File: src/ivd_pkg.sv
package ivd_pkg;
    // ============================================================
    // Widths
    localparam int ADDR_W = 24;
    localparam int FLAG_W = 16;
    localparam int PRI_W = 3;
    localparam int NUM_SRC = 22;
    localparam int FIRST_PERIPH = 8;
    localparam int SWNUM_W = 6;
    localparam int CNT_W = 3;
    localparam int EXIT_W = 8;
    // ============================================================
    // Fixed vector table entries
    localparam logic [23:0] VEC_UNDEF = 24'hFFFFDC;
    localparam logic [23:0] VEC_OVF = 24'hFFFFE0;
    localparam logic [23:0] VEC_BREAK = 24'hFFFFE4;
    localparam logic [23:0] VEC_BREAK_CHK = 24'hFFFFE7;
    localparam logic [23:0] VEC_AMATCH = 24'hFFFFE8;
    localparam logic [23:0] VEC_WDT = 24'hFFFFF0;
    localparam logic [23:0] VEC_NMI = 24'hFFFFF8;
    localparam logic [23:0] VEC_RESET = 24'hFFFFFC;
    localparam logic [23:0] VEC_EMU = 24'h000020;
    localparam logic [7:0] BREAK_REDIRECT = 8'hFF;
    localparam logic [23:0] VAR_TABLE_BYTES = 24'h000100;
    // ============================================================
    // Entry sizes, levels, bits
    localparam logic [2:0] VEC_BYTES = 3'h4;
    localparam logic [2:0] EMU_BYTES = 3'h3;
    localparam logic [2:0] BREAK_CHK_BYTES = 3'h1;
    localparam logic [PRI_W-1:0] HS_LEVEL = 3'h7;
    localparam int HS_BIT = 3;
    // ============================================================
    // Timing in cycles
    localparam logic [CNT_W-1:0] FAST_ENTRY_CYC = 3'h5;
    localparam logic [CNT_W-1:0] FAST_RET_CYC = 3'h3;
    // ============================================================
    // Special source indices, highest priority first
    localparam int SP_RESET = 0;
    localparam int SP_DBG_BREAK = 1;
    localparam int SP_STEP = 2;
    localparam int SP_NMI = 3;
    localparam int SP_WDT = 4;
    localparam int SP_AMATCH = 5;
    localparam int SP_UNDEF = 6;
    localparam int SP_OVF = 7;
    localparam int SP_BREAK = 8;
    localparam int SP_INT = 9;
    localparam int NUM_SP = 10;

    typedef enum logic [5:0] {
        ST_IDLE = 6'h01,
        ST_FAST_IN = 6'h02,
        ST_FAST_OUT = 6'h04,
        ST_BREAK_CHK = 6'h08,
        ST_FETCH = 6'h10,
        ST_DONE = 6'h20
    } ivd_state_e;
endpackage

File: src/ivd_dispatch.sv
`timescale 1ns/100ps
// Overview of operation
// - Fast interrupt enters its routine within 5 cycles, returns in 3 cycles.
// - Fast entry saves flags and PC, then branches to the fast vector register.
// - Fast return instruction reloads flags and PC from the saved registers.
// - Exit priority bit 3 makes the level-7 source take the fast path.
// - Fast routine may switch to register bank 1 instead of stacking.
// - Fixed vector table spans FFFFDC to FFFFFF, four bytes per entry.
// - Fixed entries: undefined, overflow, break, match, watchdog, pin, reset.
// - Break uses variable entry when byte FFFFE7 reads FF.
// - Debugger break and single step use emulator vector, ignore mask.
// - Variable table is 256 bytes starting at the table base.
// - Variable entry is base plus four times number; zero is unmaskable break.
// - DMA 8-11, timer A 12-16, serial 17-20, timer B0 21.
// - Every accepted request except a fast-path one branches to the address read from its entry.
// - Maskable accepted only with mask flag, request bit, level above processor level.
// - Request bit clears in hardware when the request is acknowledged.
module ivd_dispatch (
    input wire logic clk_in,
    input wire logic reset_n_in,
    input wire logic [ivd_pkg::NUM_SRC-1:0] req_set_in,
    input wire logic [ivd_pkg::NUM_SRC-1:0] req_clear_in,
    input wire logic [ivd_pkg::NUM_SRC*ivd_pkg::PRI_W-1:0] src_level_in,
    input wire logic i_flag_in,
    input wire logic [ivd_pkg::PRI_W-1:0] processor_priority_level_in,
    input wire logic [ivd_pkg::EXIT_W-1:0] exit_priority_in,
    input wire logic fast_bank_mode_in,
    input wire logic [ivd_pkg::FLAG_W-1:0] flag_register_in,
    input wire logic [ivd_pkg::ADDR_W-1:0] pc_in,
    input wire logic [ivd_pkg::ADDR_W-1:0] fast_vector_reg_in,
    input wire logic [ivd_pkg::ADDR_W-1:0] vector_table_base_in,
    input wire logic [ivd_pkg::NUM_SP-1:0] sp_event_in,
    input wire logic [ivd_pkg::SWNUM_W-1:0] int_number_in,
    input wire logic fast_return_instr_in,
    input wire logic [7:0] mem_data_in,
    input wire logic mem_ack_in,
    output logic mem_req_out,
    output logic [ivd_pkg::ADDR_W-1:0] mem_addr_out,
    output logic branch_valid_out,
    output logic [ivd_pkg::ADDR_W-1:0] branch_addr_out,
    output logic [ivd_pkg::NUM_SRC-1:0] req_pending_out,
    output logic [ivd_pkg::NUM_SRC-1:0] ack_out,
    output logic [ivd_pkg::FLAG_W-1:0] saved_flag_reg_out,
    output logic [ivd_pkg::ADDR_W-1:0] saved_pc_reg_out,
    output logic restore_valid_out,
    output logic [ivd_pkg::FLAG_W-1:0] restore_flag_out,
    output logic [ivd_pkg::ADDR_W-1:0] restore_pc_out,
    output logic bank1_select_out,
    output logic in_fast_out,
    output logic busy_out
);
    import ivd_pkg::*;

    ivd_state_e state_d, state_q;
    logic [NUM_SRC-1:0] req_d, req_q, ack_d, ack_q;
    logic [NUM_SP-1:0] sp_d, sp_q;
    logic [SWNUM_W-1:0] num_d, num_q;
    logic [CNT_W-1:0] cnt_d, cnt_q;
    logic start_d, start_q;
    logic [ADDR_W-1:0] faddr_d, faddr_q;
    logic [2:0] fbytes_d, fbytes_q;
    logic bv_d, bv_q, rv_d, rv_q, fast_d, fast_q, bank_d, bank_q;
    logic busy_d, busy_q;
    logic [ADDR_W-1:0] baddr_d, baddr_q, spc_d, spc_q;
    logic [FLAG_W-1:0] sflg_d, sflg_q;
    logic fetch_done;
    logic [31:0] fetch_data;
    logic mask_win;
    logic [4:0] mask_idx;
    logic [PRI_W-1:0] best_lvl;
    logic sp_win;
    logic [3:0] sp_idx;

    function automatic logic [ADDR_W-1:0] var_entry(input logic [ADDR_W-1:0] base,
                                                    input logic [SWNUM_W-1:0] num);
        var_entry = base + {16'h0000, num, 2'b00};
    endfunction

    function automatic logic [ADDR_W-1:0] fixed_entry(input logic [3:0] idx);
        case (idx)
            4'h0: fixed_entry = VEC_RESET;
            4'h3: fixed_entry = VEC_NMI;
            4'h4: fixed_entry = VEC_WDT;
            4'h5: fixed_entry = VEC_AMATCH;
            4'h6: fixed_entry = VEC_UNDEF;
            4'h7: fixed_entry = VEC_OVF;
            default: fixed_entry = VEC_EMU;
        endcase
    endfunction

    // ============================================================
    // Arbitration
    always_comb begin
        sp_win = 1'b0;
        sp_idx = 4'h0;
        for (int i = NUM_SP - 1; i >= 0; i--) begin
            if (sp_q[i]) begin
                sp_win = 1'b1;
                sp_idx = 4'(i);
            end
        end
        mask_win = 1'b0;
        mask_idx = 5'h00;
        best_lvl = processor_priority_level_in;
        for (int i = FIRST_PERIPH; i < NUM_SRC; i++) begin
            if (req_q[i] && src_level_in[i*PRI_W +: PRI_W] > best_lvl) begin
                mask_win = i_flag_in;
                mask_idx = 5'(i);
                best_lvl = src_level_in[i*PRI_W +: PRI_W];
            end
        end
    end

    // ============================================================
    // Dispatch sequencer
    always_comb begin
        state_d = state_q;
        req_d = (req_q & ~req_clear_in) | req_set_in;
        sp_d = sp_q | sp_event_in;
        num_d = num_q;
        cnt_d = cnt_q;
        start_d = 1'b0;
        faddr_d = faddr_q;
        fbytes_d = fbytes_q;
        ack_d = '0;
        bv_d = 1'b0;
        rv_d = 1'b0;
        baddr_d = baddr_q;
        fast_d = fast_q;
        bank_d = bank_q;
        sflg_d = sflg_q;
        spc_d = spc_q;
        if (sp_event_in[SP_INT]) begin
            num_d = int_number_in;
        end
        unique case (state_q)
            ST_IDLE: begin
                if (fast_q && fast_return_instr_in) begin
                    state_d = ST_FAST_OUT;
                    cnt_d = 3'h1;
                end else if (sp_win) begin
                    sp_d[sp_idx] = sp_event_in[sp_idx];
                    start_d = 1'b1;
                    fbytes_d = VEC_BYTES;
                    state_d = ST_FETCH;
                    if (sp_idx == 4'(SP_BREAK)) begin
                        faddr_d = VEC_BREAK_CHK;
                        fbytes_d = BREAK_CHK_BYTES;
                        state_d = ST_BREAK_CHK;
                    end else if (sp_idx == 4'(SP_INT)) begin
                        faddr_d = var_entry(vector_table_base_in, num_q);
                    end else if (sp_idx == 4'(SP_DBG_BREAK) || sp_idx == 4'(SP_STEP)) begin
                        faddr_d = VEC_EMU;
                        fbytes_d = EMU_BYTES;
                    end else begin
                        faddr_d = fixed_entry(sp_idx);
                    end
                end else if (mask_win) begin
                    req_d[mask_idx] = req_set_in[mask_idx];
                    ack_d[mask_idx] = 1'b1;
                    if (exit_priority_in[HS_BIT] && best_lvl == HS_LEVEL && !fast_q) begin
                        state_d = ST_FAST_IN;
                        cnt_d = 3'h1;
                        sflg_d = flag_register_in;
                        spc_d = pc_in;
                        fast_d = 1'b1;
                        bank_d = fast_bank_mode_in;
                    end else begin
                        faddr_d = var_entry(vector_table_base_in, 6'(mask_idx));
                        fbytes_d = VEC_BYTES;
                        start_d = 1'b1;
                        state_d = ST_FETCH;
                    end
                end
            end
            ST_FAST_IN: begin
                cnt_d = cnt_q + 3'h1;
                if (cnt_q == FAST_ENTRY_CYC - 3'h1) begin
                    bv_d = 1'b1;
                    baddr_d = fast_vector_reg_in;
                    state_d = ST_DONE;
                end
            end
            ST_FAST_OUT: begin
                cnt_d = cnt_q + 3'h1;
                if (cnt_q == FAST_RET_CYC - 3'h1) begin
                    rv_d = 1'b1;
                    fast_d = 1'b0;
                    bank_d = 1'b0;
                    state_d = ST_DONE;
                end
            end
            ST_BREAK_CHK: begin
                if (fetch_done) begin
                    faddr_d = (fetch_data[7:0] == BREAK_REDIRECT) ?
                              var_entry(vector_table_base_in, 6'h00) : VEC_BREAK;
                    fbytes_d = VEC_BYTES;
                    start_d = 1'b1;
                    state_d = ST_FETCH;
                end
            end
            ST_FETCH: begin
                if (fetch_done) begin
                    bv_d = 1'b1;
                    baddr_d = fetch_data[ADDR_W-1:0];
                    state_d = ST_DONE;
                end
            end
            ST_DONE: begin
                // One idle cycle lets the core take the branch before re-arbitration
                state_d = ST_IDLE;
            end
        endcase
        // Registered so that the busy output comes straight from a flop
        busy_d = (state_d != ST_IDLE);
    end

    always_ff @(posedge clk_in or negedge reset_n_in) begin
        if (!reset_n_in) begin
            state_q <= ST_IDLE;
            req_q <= '0;
            sp_q <= 10'h001;
            num_q <= '0;
            cnt_q <= 3'h0;
            start_q <= 1'b0;
            faddr_q <= '0;
            fbytes_q <= 3'h0;
            ack_q <= '0;
            bv_q <= 1'b0;
            rv_q <= 1'b0;
            baddr_q <= '0;
            fast_q <= 1'b0;
            bank_q <= 1'b0;
            sflg_q <= '0;
            spc_q <= '0;
            busy_q <= 1'b0;
        end else begin
            state_q <= state_d;
            req_q <= req_d;
            sp_q <= sp_d;
            num_q <= num_d;
            cnt_q <= cnt_d;
            start_q <= start_d;
            faddr_q <= faddr_d;
            fbytes_q <= fbytes_d;
            ack_q <= ack_d;
            bv_q <= bv_d;
            rv_q <= rv_d;
            baddr_q <= baddr_d;
            fast_q <= fast_d;
            bank_q <= bank_d;
            sflg_q <= sflg_d;
            spc_q <= spc_d;
            busy_q <= busy_d;
        end
    end

    ivd_vec_fetch u_fetch (
        .clk_in(clk_in),
        .reset_n_in(reset_n_in),
        .start_in(start_q),
        .addr_in(faddr_q),
        .nbytes_in(fbytes_q),
        .mem_data_in(mem_data_in),
        .mem_ack_in(mem_ack_in),
        .mem_req_out(mem_req_out),
        .mem_addr_out(mem_addr_out),
        .data_out(fetch_data),
        .done_out(fetch_done)
    );

    assign branch_valid_out = bv_q;
    assign branch_addr_out = baddr_q;
    assign req_pending_out = req_q;
    assign ack_out = ack_q;
    assign saved_flag_reg_out = sflg_q;
    assign saved_pc_reg_out = spc_q;
    assign restore_valid_out = rv_q;
    assign restore_flag_out = sflg_q;
    assign restore_pc_out = spc_q;
    assign bank1_select_out = bank_q;
    assign in_fast_out = fast_q;
    assign busy_out = busy_q;
endmodule

File: src/ivd_vec_fetch.sv
`timescale 1ns/100ps
module ivd_vec_fetch (
    input wire logic clk_in,
    input wire logic reset_n_in,
    input wire logic start_in,
    input wire logic [ivd_pkg::ADDR_W-1:0] addr_in,
    input wire logic [2:0] nbytes_in,
    input wire logic [7:0] mem_data_in,
    input wire logic mem_ack_in,
    output logic mem_req_out,
    output logic [ivd_pkg::ADDR_W-1:0] mem_addr_out,
    output logic [31:0] data_out,
    output logic done_out
);
    import ivd_pkg::*;

    logic req_d, req_q, done_d, done_q;
    logic [ADDR_W-1:0] addr_d, addr_q;
    logic [31:0] data_d, data_q;
    logic [2:0] cnt_d, cnt_q, last_d, last_q;

    // ============================================================
    // Byte walk, lowest address first
    always_comb begin
        req_d = req_q;
        addr_d = addr_q;
        data_d = data_q;
        cnt_d = cnt_q;
        last_d = last_q;
        done_d = 1'b0;
        if (start_in && !req_q) begin
            req_d = 1'b1;
            addr_d = addr_in;
            data_d = 32'h00000000;
            cnt_d = 3'h0;
            last_d = nbytes_in - 3'h1;
        end else if (req_q && mem_ack_in) begin
            data_d[cnt_q[1:0]*8 +: 8] = mem_data_in;
            addr_d = addr_q + 24'h000001;
            cnt_d = cnt_q + 3'h1;
            if (cnt_q == last_q) begin
                req_d = 1'b0;
                done_d = 1'b1;
            end
        end
    end

    always_ff @(posedge clk_in or negedge reset_n_in) begin
        if (!reset_n_in) begin
            req_q <= 1'b0;
            addr_q <= '0;
            data_q <= 32'h00000000;
            cnt_q <= 3'h0;
            last_q <= 3'h0;
            done_q <= 1'b0;
        end else begin
            req_q <= req_d;
            addr_q <= addr_d;
            data_q <= data_d;
            cnt_q <= cnt_d;
            last_q <= last_d;
            done_q <= done_d;
        end
    end

    assign mem_req_out = req_q;
    assign mem_addr_out = addr_q;
    assign data_out = data_q;
    assign done_out = done_q;
endmodule

File: config.mk
export PLATFORM = sky130hd
export DESIGN_NAME = ivd_dispatch
export DESIGN_NICKNAME = d
export VERILOG_FILES = /design/src/ivd_pkg.sv /design/src/ivd_dispatch.sv /design/src/ivd_vec_fetch.sv
export SDC_FILE = /design/constraint.sdc
export NUM_CORES = 1
export LEC_CHECK = 0
export ABC_AREA = 1
export BUFFER_PORTS_ARGS = -buffer_cell sky130_fd_sc_hd__buf_2
export CORE_MARGIN = 2
export CORE_UTILIZATION = 40
export DETAILED_ROUTE_END_ITERATION = 12
export GPL_TIMING_DRIVEN = 0
export SYNTH_ARGS = -nofsm -noshare
export SYNTH_HDL_FRONTEND = slang
export SYNTH_SLANG_ARGS = --single-unit
File: constraint.sdc
create_clock -name clk_in -period 27.1 [get_ports clk_in]
set_input_delay 5.42 -clock clk_in [delete_from_list [all_inputs] [get_ports clk_in]]
set_output_delay 5.42 -clock clk_in [all_outputs]
set_load 0.1 [all_outputs]
# == Word-level counts from Yosys, hierarchy flattened ==
# Index checks and enable logic that the tools add are counted.
# totals
ff_bits,230
inputBits,239
output_inout_bits,178
elab_cells,283
# op_classes
addsub,7
n_lt_le_gt_ge,18
eq_ne,34
shift,2
n_mux,155
n_bitwise,6
reduce_logical,38
# ops
cell,n
24-bit two-way mux,13
22-bit two-way mux,8
24-bit one-hot mux with 6 select lines,1
24-bit one-hot mux with 2 select lines,2
3-bit two-way mux,28
5-bit two-way mux,15
32-bit two-way mux,2
1-bit two-way mux,51
4-bit two-way mux,11
3-bit > comparator,14
6-bit two-way mux,7
6-bit one-hot mux with 6 select lines,1
5-bit negation with 34-bit output,1
8-bit by 34-bit variable shift with 32-bit output (first input constant),1
8-bit by 34-bit indexed part select with 32-bit output,1
32-bit bitwise mux,1
10-bit two-way mux,3
24-bit by 1-bit adder with 24-bit output (second input constant),1
24-bit by 7-bit adder with 24-bit output,1
24-bit by 8-bit adder with 24-bit output,1
22-bit AND,1
22-bit bitwise mux,1
22-bit NOT,1
22-bit OR,1
other kinds (44),93

# == Longest topological paths before layout ==
# depth
depth_word,51
ltp_mapped,130
mapped_depth_nobuf,130

# == Modules after synthesis ==
# A second synthesis with hierarchy kept.
# hier_totals
cells_unflattened,1849
hier_area_um2,14278.7
# modules_own_cells
mod,instances,cells_per_inst,area_each_um2,seq_area_each_um2
ivd_dispatch,1,1410,10776.6,4156.5
ivd_vec_fetch,1,439,3502.1,1601.5

# == Worst setup path after synthesis ==
# No wires, ideal clock.
# synth_path
path_kind,in2reg
startpoint,input processor_priority_level_in[2] in the netlist's numbering
endpoint,register faddr_q[12]
setup_ps,116
arrival_time_ps,22122
required_ps,26984
setup_slack_ps,4862
cell_stages,117
n_path_buf,0
cell_sequence,inv_1 > ha_1 > nand3_1 > nand2_1 > inv_2 > nand2_4 > nand2_1 > o21ai_0 > ha_1 > nor2_1 > or2_2 > nand3_2 > nand3_2 > nand2_2 > nand2_1 > o21ai_0 > ha_1 > or2_2 > [... 81 more ...] > nand3_1 > inv_1 > nor2_1 > inv_1 > a21oi_4 > inv_2 > fa_1 > or2_2 > nand2_1 > nand2_1 > nand2_1 > nand2_1 > nand2_1 > nand2_1 > o21ai_0 > o21ai_0 > nand2_1 > nand2_1
# synth_via
elab_chain_cells,48
elab_cells_between_ends,82
classes_between,add/sub (1); order compare (14); eq/ne (3); mux (47); reduce/logical (17)
# synth_rtl
item,line,text
from (decl),ivd_dispatch.sv:25,"input wire logic [ivd_pkg::PRI_W-1:0] processor_priority_level_in,"
3-bit > comparator,ivd_dispatch.sv:106,if (req_q[i] && src_level_in[i*PRI_W +: PRI_W] > best_lvl) begin
1-bit logical AND,ivd_dispatch.sv:106,
3-bit two-way mux,ivd_dispatch.sv:106,
3-bit > comparator,ivd_dispatch.sv:106,
1-bit logical AND,ivd_dispatch.sv:106,
3-bit two-way mux,ivd_dispatch.sv:106,
3-bit > comparator,ivd_dispatch.sv:106,
1-bit logical AND,ivd_dispatch.sv:106,
[... 32 more ...],n/a,
1-bit logical AND,ivd_dispatch.sv:106,
5-bit two-way mux,ivd_dispatch.sv:106,
24-bit by 7-bit adder with 24-bit output,ivd_dispatch.sv:76,"var_entry = base + {16'h0000, num, 2'b00};"
24-bit two-way mux,ivd_dispatch.sv:161,if (exit_priority_in[HS_BIT] && best_lvl == HS_LEVEL && !fast_q) begin
24-bit two-way mux,ivd_dispatch.sv:158,end else if (mask_win) begin
24-bit two-way mux,ivd_dispatch.sv:141,end else if (sp_win) begin
24-bit two-way mux,ivd_dispatch.sv:138,if (fast_q && fast_return_instr_in) begin
24-bit one-hot mux with 2 select lines,ivd_dispatch.sv:136,unique case (state_q)
to (signal assigned),ivd_dispatch.sv:244,faddr_q <= faddr_d;
to (decl),ivd_dispatch.sv:60,"logic [ADDR_W-1:0] faddr_d, faddr_q;"
# Several ways; a longest one is shown, not always the timed one. The select of a mux whose other input is x is not followed.
# A chain may end at the register's enable or synchronous reset.

# == Worst setup path after layout ==
# Ends and elaborated chain as after synthesis.

==> out/results.ini <==
[outcome]
status=finished clean

[yosys]
distinct_cell_type_count_of_the_synthesized_netlist=55
seq_area_frac_synth_pct=39.7
syn-cell-area_um2=14000
synthArstFlopShare_pct=100
synth_edf_count=0
ys.flop_type=sky130_fd_sc_hd__dfrtp_1
synth.ff_latch_count=222
syn-instance-count=1924
synthesis.area_per_instance_um2=7.27
ys.warnings.count=0

[cts]
worst_setup_hold_path_clk_slew_ns=0.06
post-cts-setup-buffer-count=0
cts_max_path_buffers=3
cts-hold-fix-buffers=0
worst_skew_pair.late_latency_ns=0.54
clock_sink_count=222
htreeDepth=1
post_cts_resize_count=0
cts_root_buffer=sky130_fd_sc_hd__clkbuf_16
numCtsBuffers=27
tritoncts=yes

[floorplanning]
initial_utilization_pct=40.6
die_width_um=191
die_y_um=191
die_area_um2=36500
num_rows=68
placeableCoreArea_um2=34500
io-pin-count=417

[layout]
utilization_pct=50.9
layout.nets=2627
fillers=3600
layout.cells.non_filler=2832
finish.instance_area_um2=17500
post_route_cells_drive_above_1_share_pct=24.8
syn2layout_area_growth_pct=25.2

[place]
routabilityCongestion=0.898
place.port_buffers=384
detailed_place.area_um2=16600
dp.final_hpwl_um=35700
dpl.cell_count=2773

[detailed_routing]
drcViolationCount=0
ant_nets=0
detail_route.wl_per_cell_um=15.9
detail_route.first_pass.iterations=5
drtIter0Drc=822
count_of_vias_placed_by_the_detailed_router=14100
drt-vias-per-instance=4.99
route.final.wire_length_um=44900

[global_routing]
number_of_antenna_violations_at_the_first_check_in_global_routing=10
globalRoute.busiestLayer=met2
grt_max_degree=105
overflow=0
first_global_vias=13500
grt_first_pass_wirelength_um=71000
use_met3_pct=2.85
global_route.usage.met1_pct=32.4
grt_use_met2_pct=41.0
global_route.usage.total_pct=24.2

[power]
post_route_total_power_w=0.00167
net-switching-power_w=0.000828
power_report.internal_total_w=0.000844
power.share.sequential_pct=28.5
power.ir.vdd_worst_uv=98.1
clockPowerShare_pct=22.2
p_per_area_nw_per_um2=95.4
logic_pwr_share_pct=49.3
cellLeakagePower_nw=9.38
fraction_of_power_spent_switching_nets_pct=49.5

[sta]
timing.final.hold_violations=0
skew_ns=0.0264
rsz0062_at_grt=false
tightest_slew_ns=1.27
timing_max_transition_violations_final=0
maximum_achievable_frequency_mhz=42.5
tns_ns=0
max_slew_headroom_pct=15.2
finalWorstPathRequiredPeriod_ns=23.52
setup_viol=0
post-route-period-util_pct=86.8

[critical_path]
cp_slowest_stage_delay_ns=0.40
worst_setup_path_end_kind=register
path_max_fanout=8
criticalPathCategory=input pin to register
critical-path-slowest-cell=sky130_fd_sc_hd__fa_1
cp-start-kind=input pin
crit_required_ns=27.54
critical-path-top-cell-by-count=sky130_fd_sc_hd__ha_1
worst-endpoint-arrival_ns=23.96

[worst_hold_path]
holdCritPathClass=register to register

[job]
maxCapViolCount=0

per-stage QoR:
| step | setup slack [ns] | hold slack (ns) |
|---|---|---|
| after floorplan | 4.86 | 0.440 |
| after global placement | 3.49 | 0.457 |
| after detailed placement | 3.16 | 0.466 |
| after CTS | 3.67 | 0.477 |
| after global routing | 1.73 | 0.497 |
| final | 3.58 | 0.475 |
metal layers:
layer  vias to the layer above  part of all wire (%)
met1                      6530                    44
met5                         -                     0
li1                       7032                     -
met3                        69                   6.5
met4                         0                   2.6
met2                       488                    47
cell usage after synthesis (3+ instances only):
library cell               count  area, µm²
sky130_fd_sc_hd__nand2_1     477       1790
sky130_fd_sc_hd__inv_1       291       1090
sky130_fd_sc_hd__dfrtp_1     220       5510
sky130_fd_sc_hd__nor2_1      190        713
sky130_fd_sc_hd__a21oi_1     103        515
sky130_fd_sc_hd__nand3_1      84        420
sky130_fd_sc_hd__o21ai_0      60        300
sky130_fd_sc_hd__o21ai_1      55        275
sky130_fd_sc_hd__nand4_1      44        275
sky130_fd_sc_hd__buf_4        42        315
sky130_fd_sc_hd__ha_1         39        488
sky130_fd_sc_hd__a31oi_1      35        219
sky130_fd_sc_hd__nand2_2      34        213
sky130_fd_sc_hd__clkbuf_1     27        101
sky130_fd_sc_hd__nor3_1       23        115
sky130_fd_sc_hd__xor2_1       19        166
sky130_fd_sc_hd__nand3_2      18        180
sky130_fd_sc_hd__or2_2        17        106
sky130_fd_sc_hd__o211ai_1     14        105
sky130_fd_sc_hd__buf_2        13       65.1
sky130_fd_sc_hd__o22ai_1      12       75.1
sky130_fd_sc_hd__nor4_1       10       62.6
sky130_fd_sc_hd__xnor2_1      10       87.6
sky130_fd_sc_hd__o21a_1        9       67.6
sky130_fd_sc_hd__inv_2         8       30.0
sky130_fd_sc_hd__o21bai_1      8       60.1
sky130_fd_sc_hd__o221ai_1      7       61.3
sky130_fd_sc_hd__mux2_2        6       67.6
sky130_fd_sc_hd__nand3_4       6        105
sky130_fd_sc_hd__clkinv_1      4       15.0
sky130_fd_sc_hd__a22oi_1       3       22.5
sky130_fd_sc_hd__o21ai_2       3       26.3
flip-flops by register name, summed over array words and instances, names as in the netlist, 3 cells and up:
register              flops
u_fetch.last_q            3
fbytes_q                  3
restore_pc_out           24
u_fetch.cnt_q             3
restore_flag_out         16
branch_addr_out          24
ack_out                  22
num_q                     6
req_pending_out          22
state_q                   6
cnt_q                     3
u_fetch.mem_addr_out     24
faddr_q                  24
u_fetch.data_out         24
sp_q                     10
cells in the final DEF, fill, tap and decap left out, drive strengths merged, types with 2 or more instances in the layout:
cell type	count
ha	39
bufinv	4
inv	301
o21ai	118
dfrtp	220
a21oi	106
a31oi	35
nand3b	2
o22ai	12
nor3	24
xnor2	10
o21a	9
clkinv	9
a22oi	3
nand3	108
xor2	19
o41ai	2
dfstp	2
o21bai	8
or2	17
mux2	6
o221ai	7
conb	8
nor4	10
nor2	191
diode	10
nand2	513
fa	2
clkbuf	66
o31ai	2
buf	447
a211oi	2
nand4	44
o211ai	14
power groups by stage:
stage | clock (W) | combinational, W | sequential (W)
after floorplan | 0 | 0.000373 | 0.000742
final | 0.000372 | 0.000824 | 0.000476
after global routing | 0.000395 | 0.000903 | 0.000487
after CTS | 0.000379 | 0.000825 | 0.000477
after detailed placement | 0 | 0.000822 | 0.000482
after global placement | 0 | 0.000809 | 0.000480
cell families after synthesis:
kind of cell | Yosys count | share of synthesized area [%]
AO/OA/AOI/OAI | 323 | 13.2
XOR/XNOR | 29 | 1.82
multiplexers | 6 | 0.483
adder cells (fa/ha/maj) | 41 | 3.77
flip-flops | 222 | 39.7
AND/OR/NAND/NOR | 910 | 28.9
other | 1 | 0.0268
buffers and inverters | 392 | 12.0
final timing paths:
kind / startpoint / endpoint / slack [ns] / cells past startpoint
setup / recovery: processor_priority_level_in[2] / faddr_q[12] / 3.58 / 118
hold / removal: fbytes_q[0] / u_fetch.last_q[0] / 0.48 / 1
setup reg to reg: req_pending_out[8] / faddr_q[12] / 8.64 / 114
hold reg to reg: fbytes_q[0] / u_fetch.last_q[0] / 0.48 / 1
max in group asynchronous: reset_n_in / num_q[5] / 21.06 / 3
min in group asynchronous: reset_n_in / req_pending_out[4] / 4.78 / 1
layout make-up:
type,count,area (µm²),area share [%]
clock buffers,39,741,4.23
repair buffers,387,1990,11.4
inverters,304,1140,6.53
plain buffers,88,536,3.06
multi-input cells,1317,6790,38.7
well taps,455,569,3.25
clock inverters,10,169,0.964
flip-flops and latches,222,5560,31.7
diodes,10,25.0,0.143
worst max-delay path, delay by kind of cell:
kind,cells,cell delay (ns)
AO/OA/AOI/OAI,27,4.00
buffers and inverters,11,1.17
AND/OR/NAND/NOR,65,9.16
adder cells (fa/ha/maj),15,4.25
Note: power is estimated with default switching activity, not from simulation.
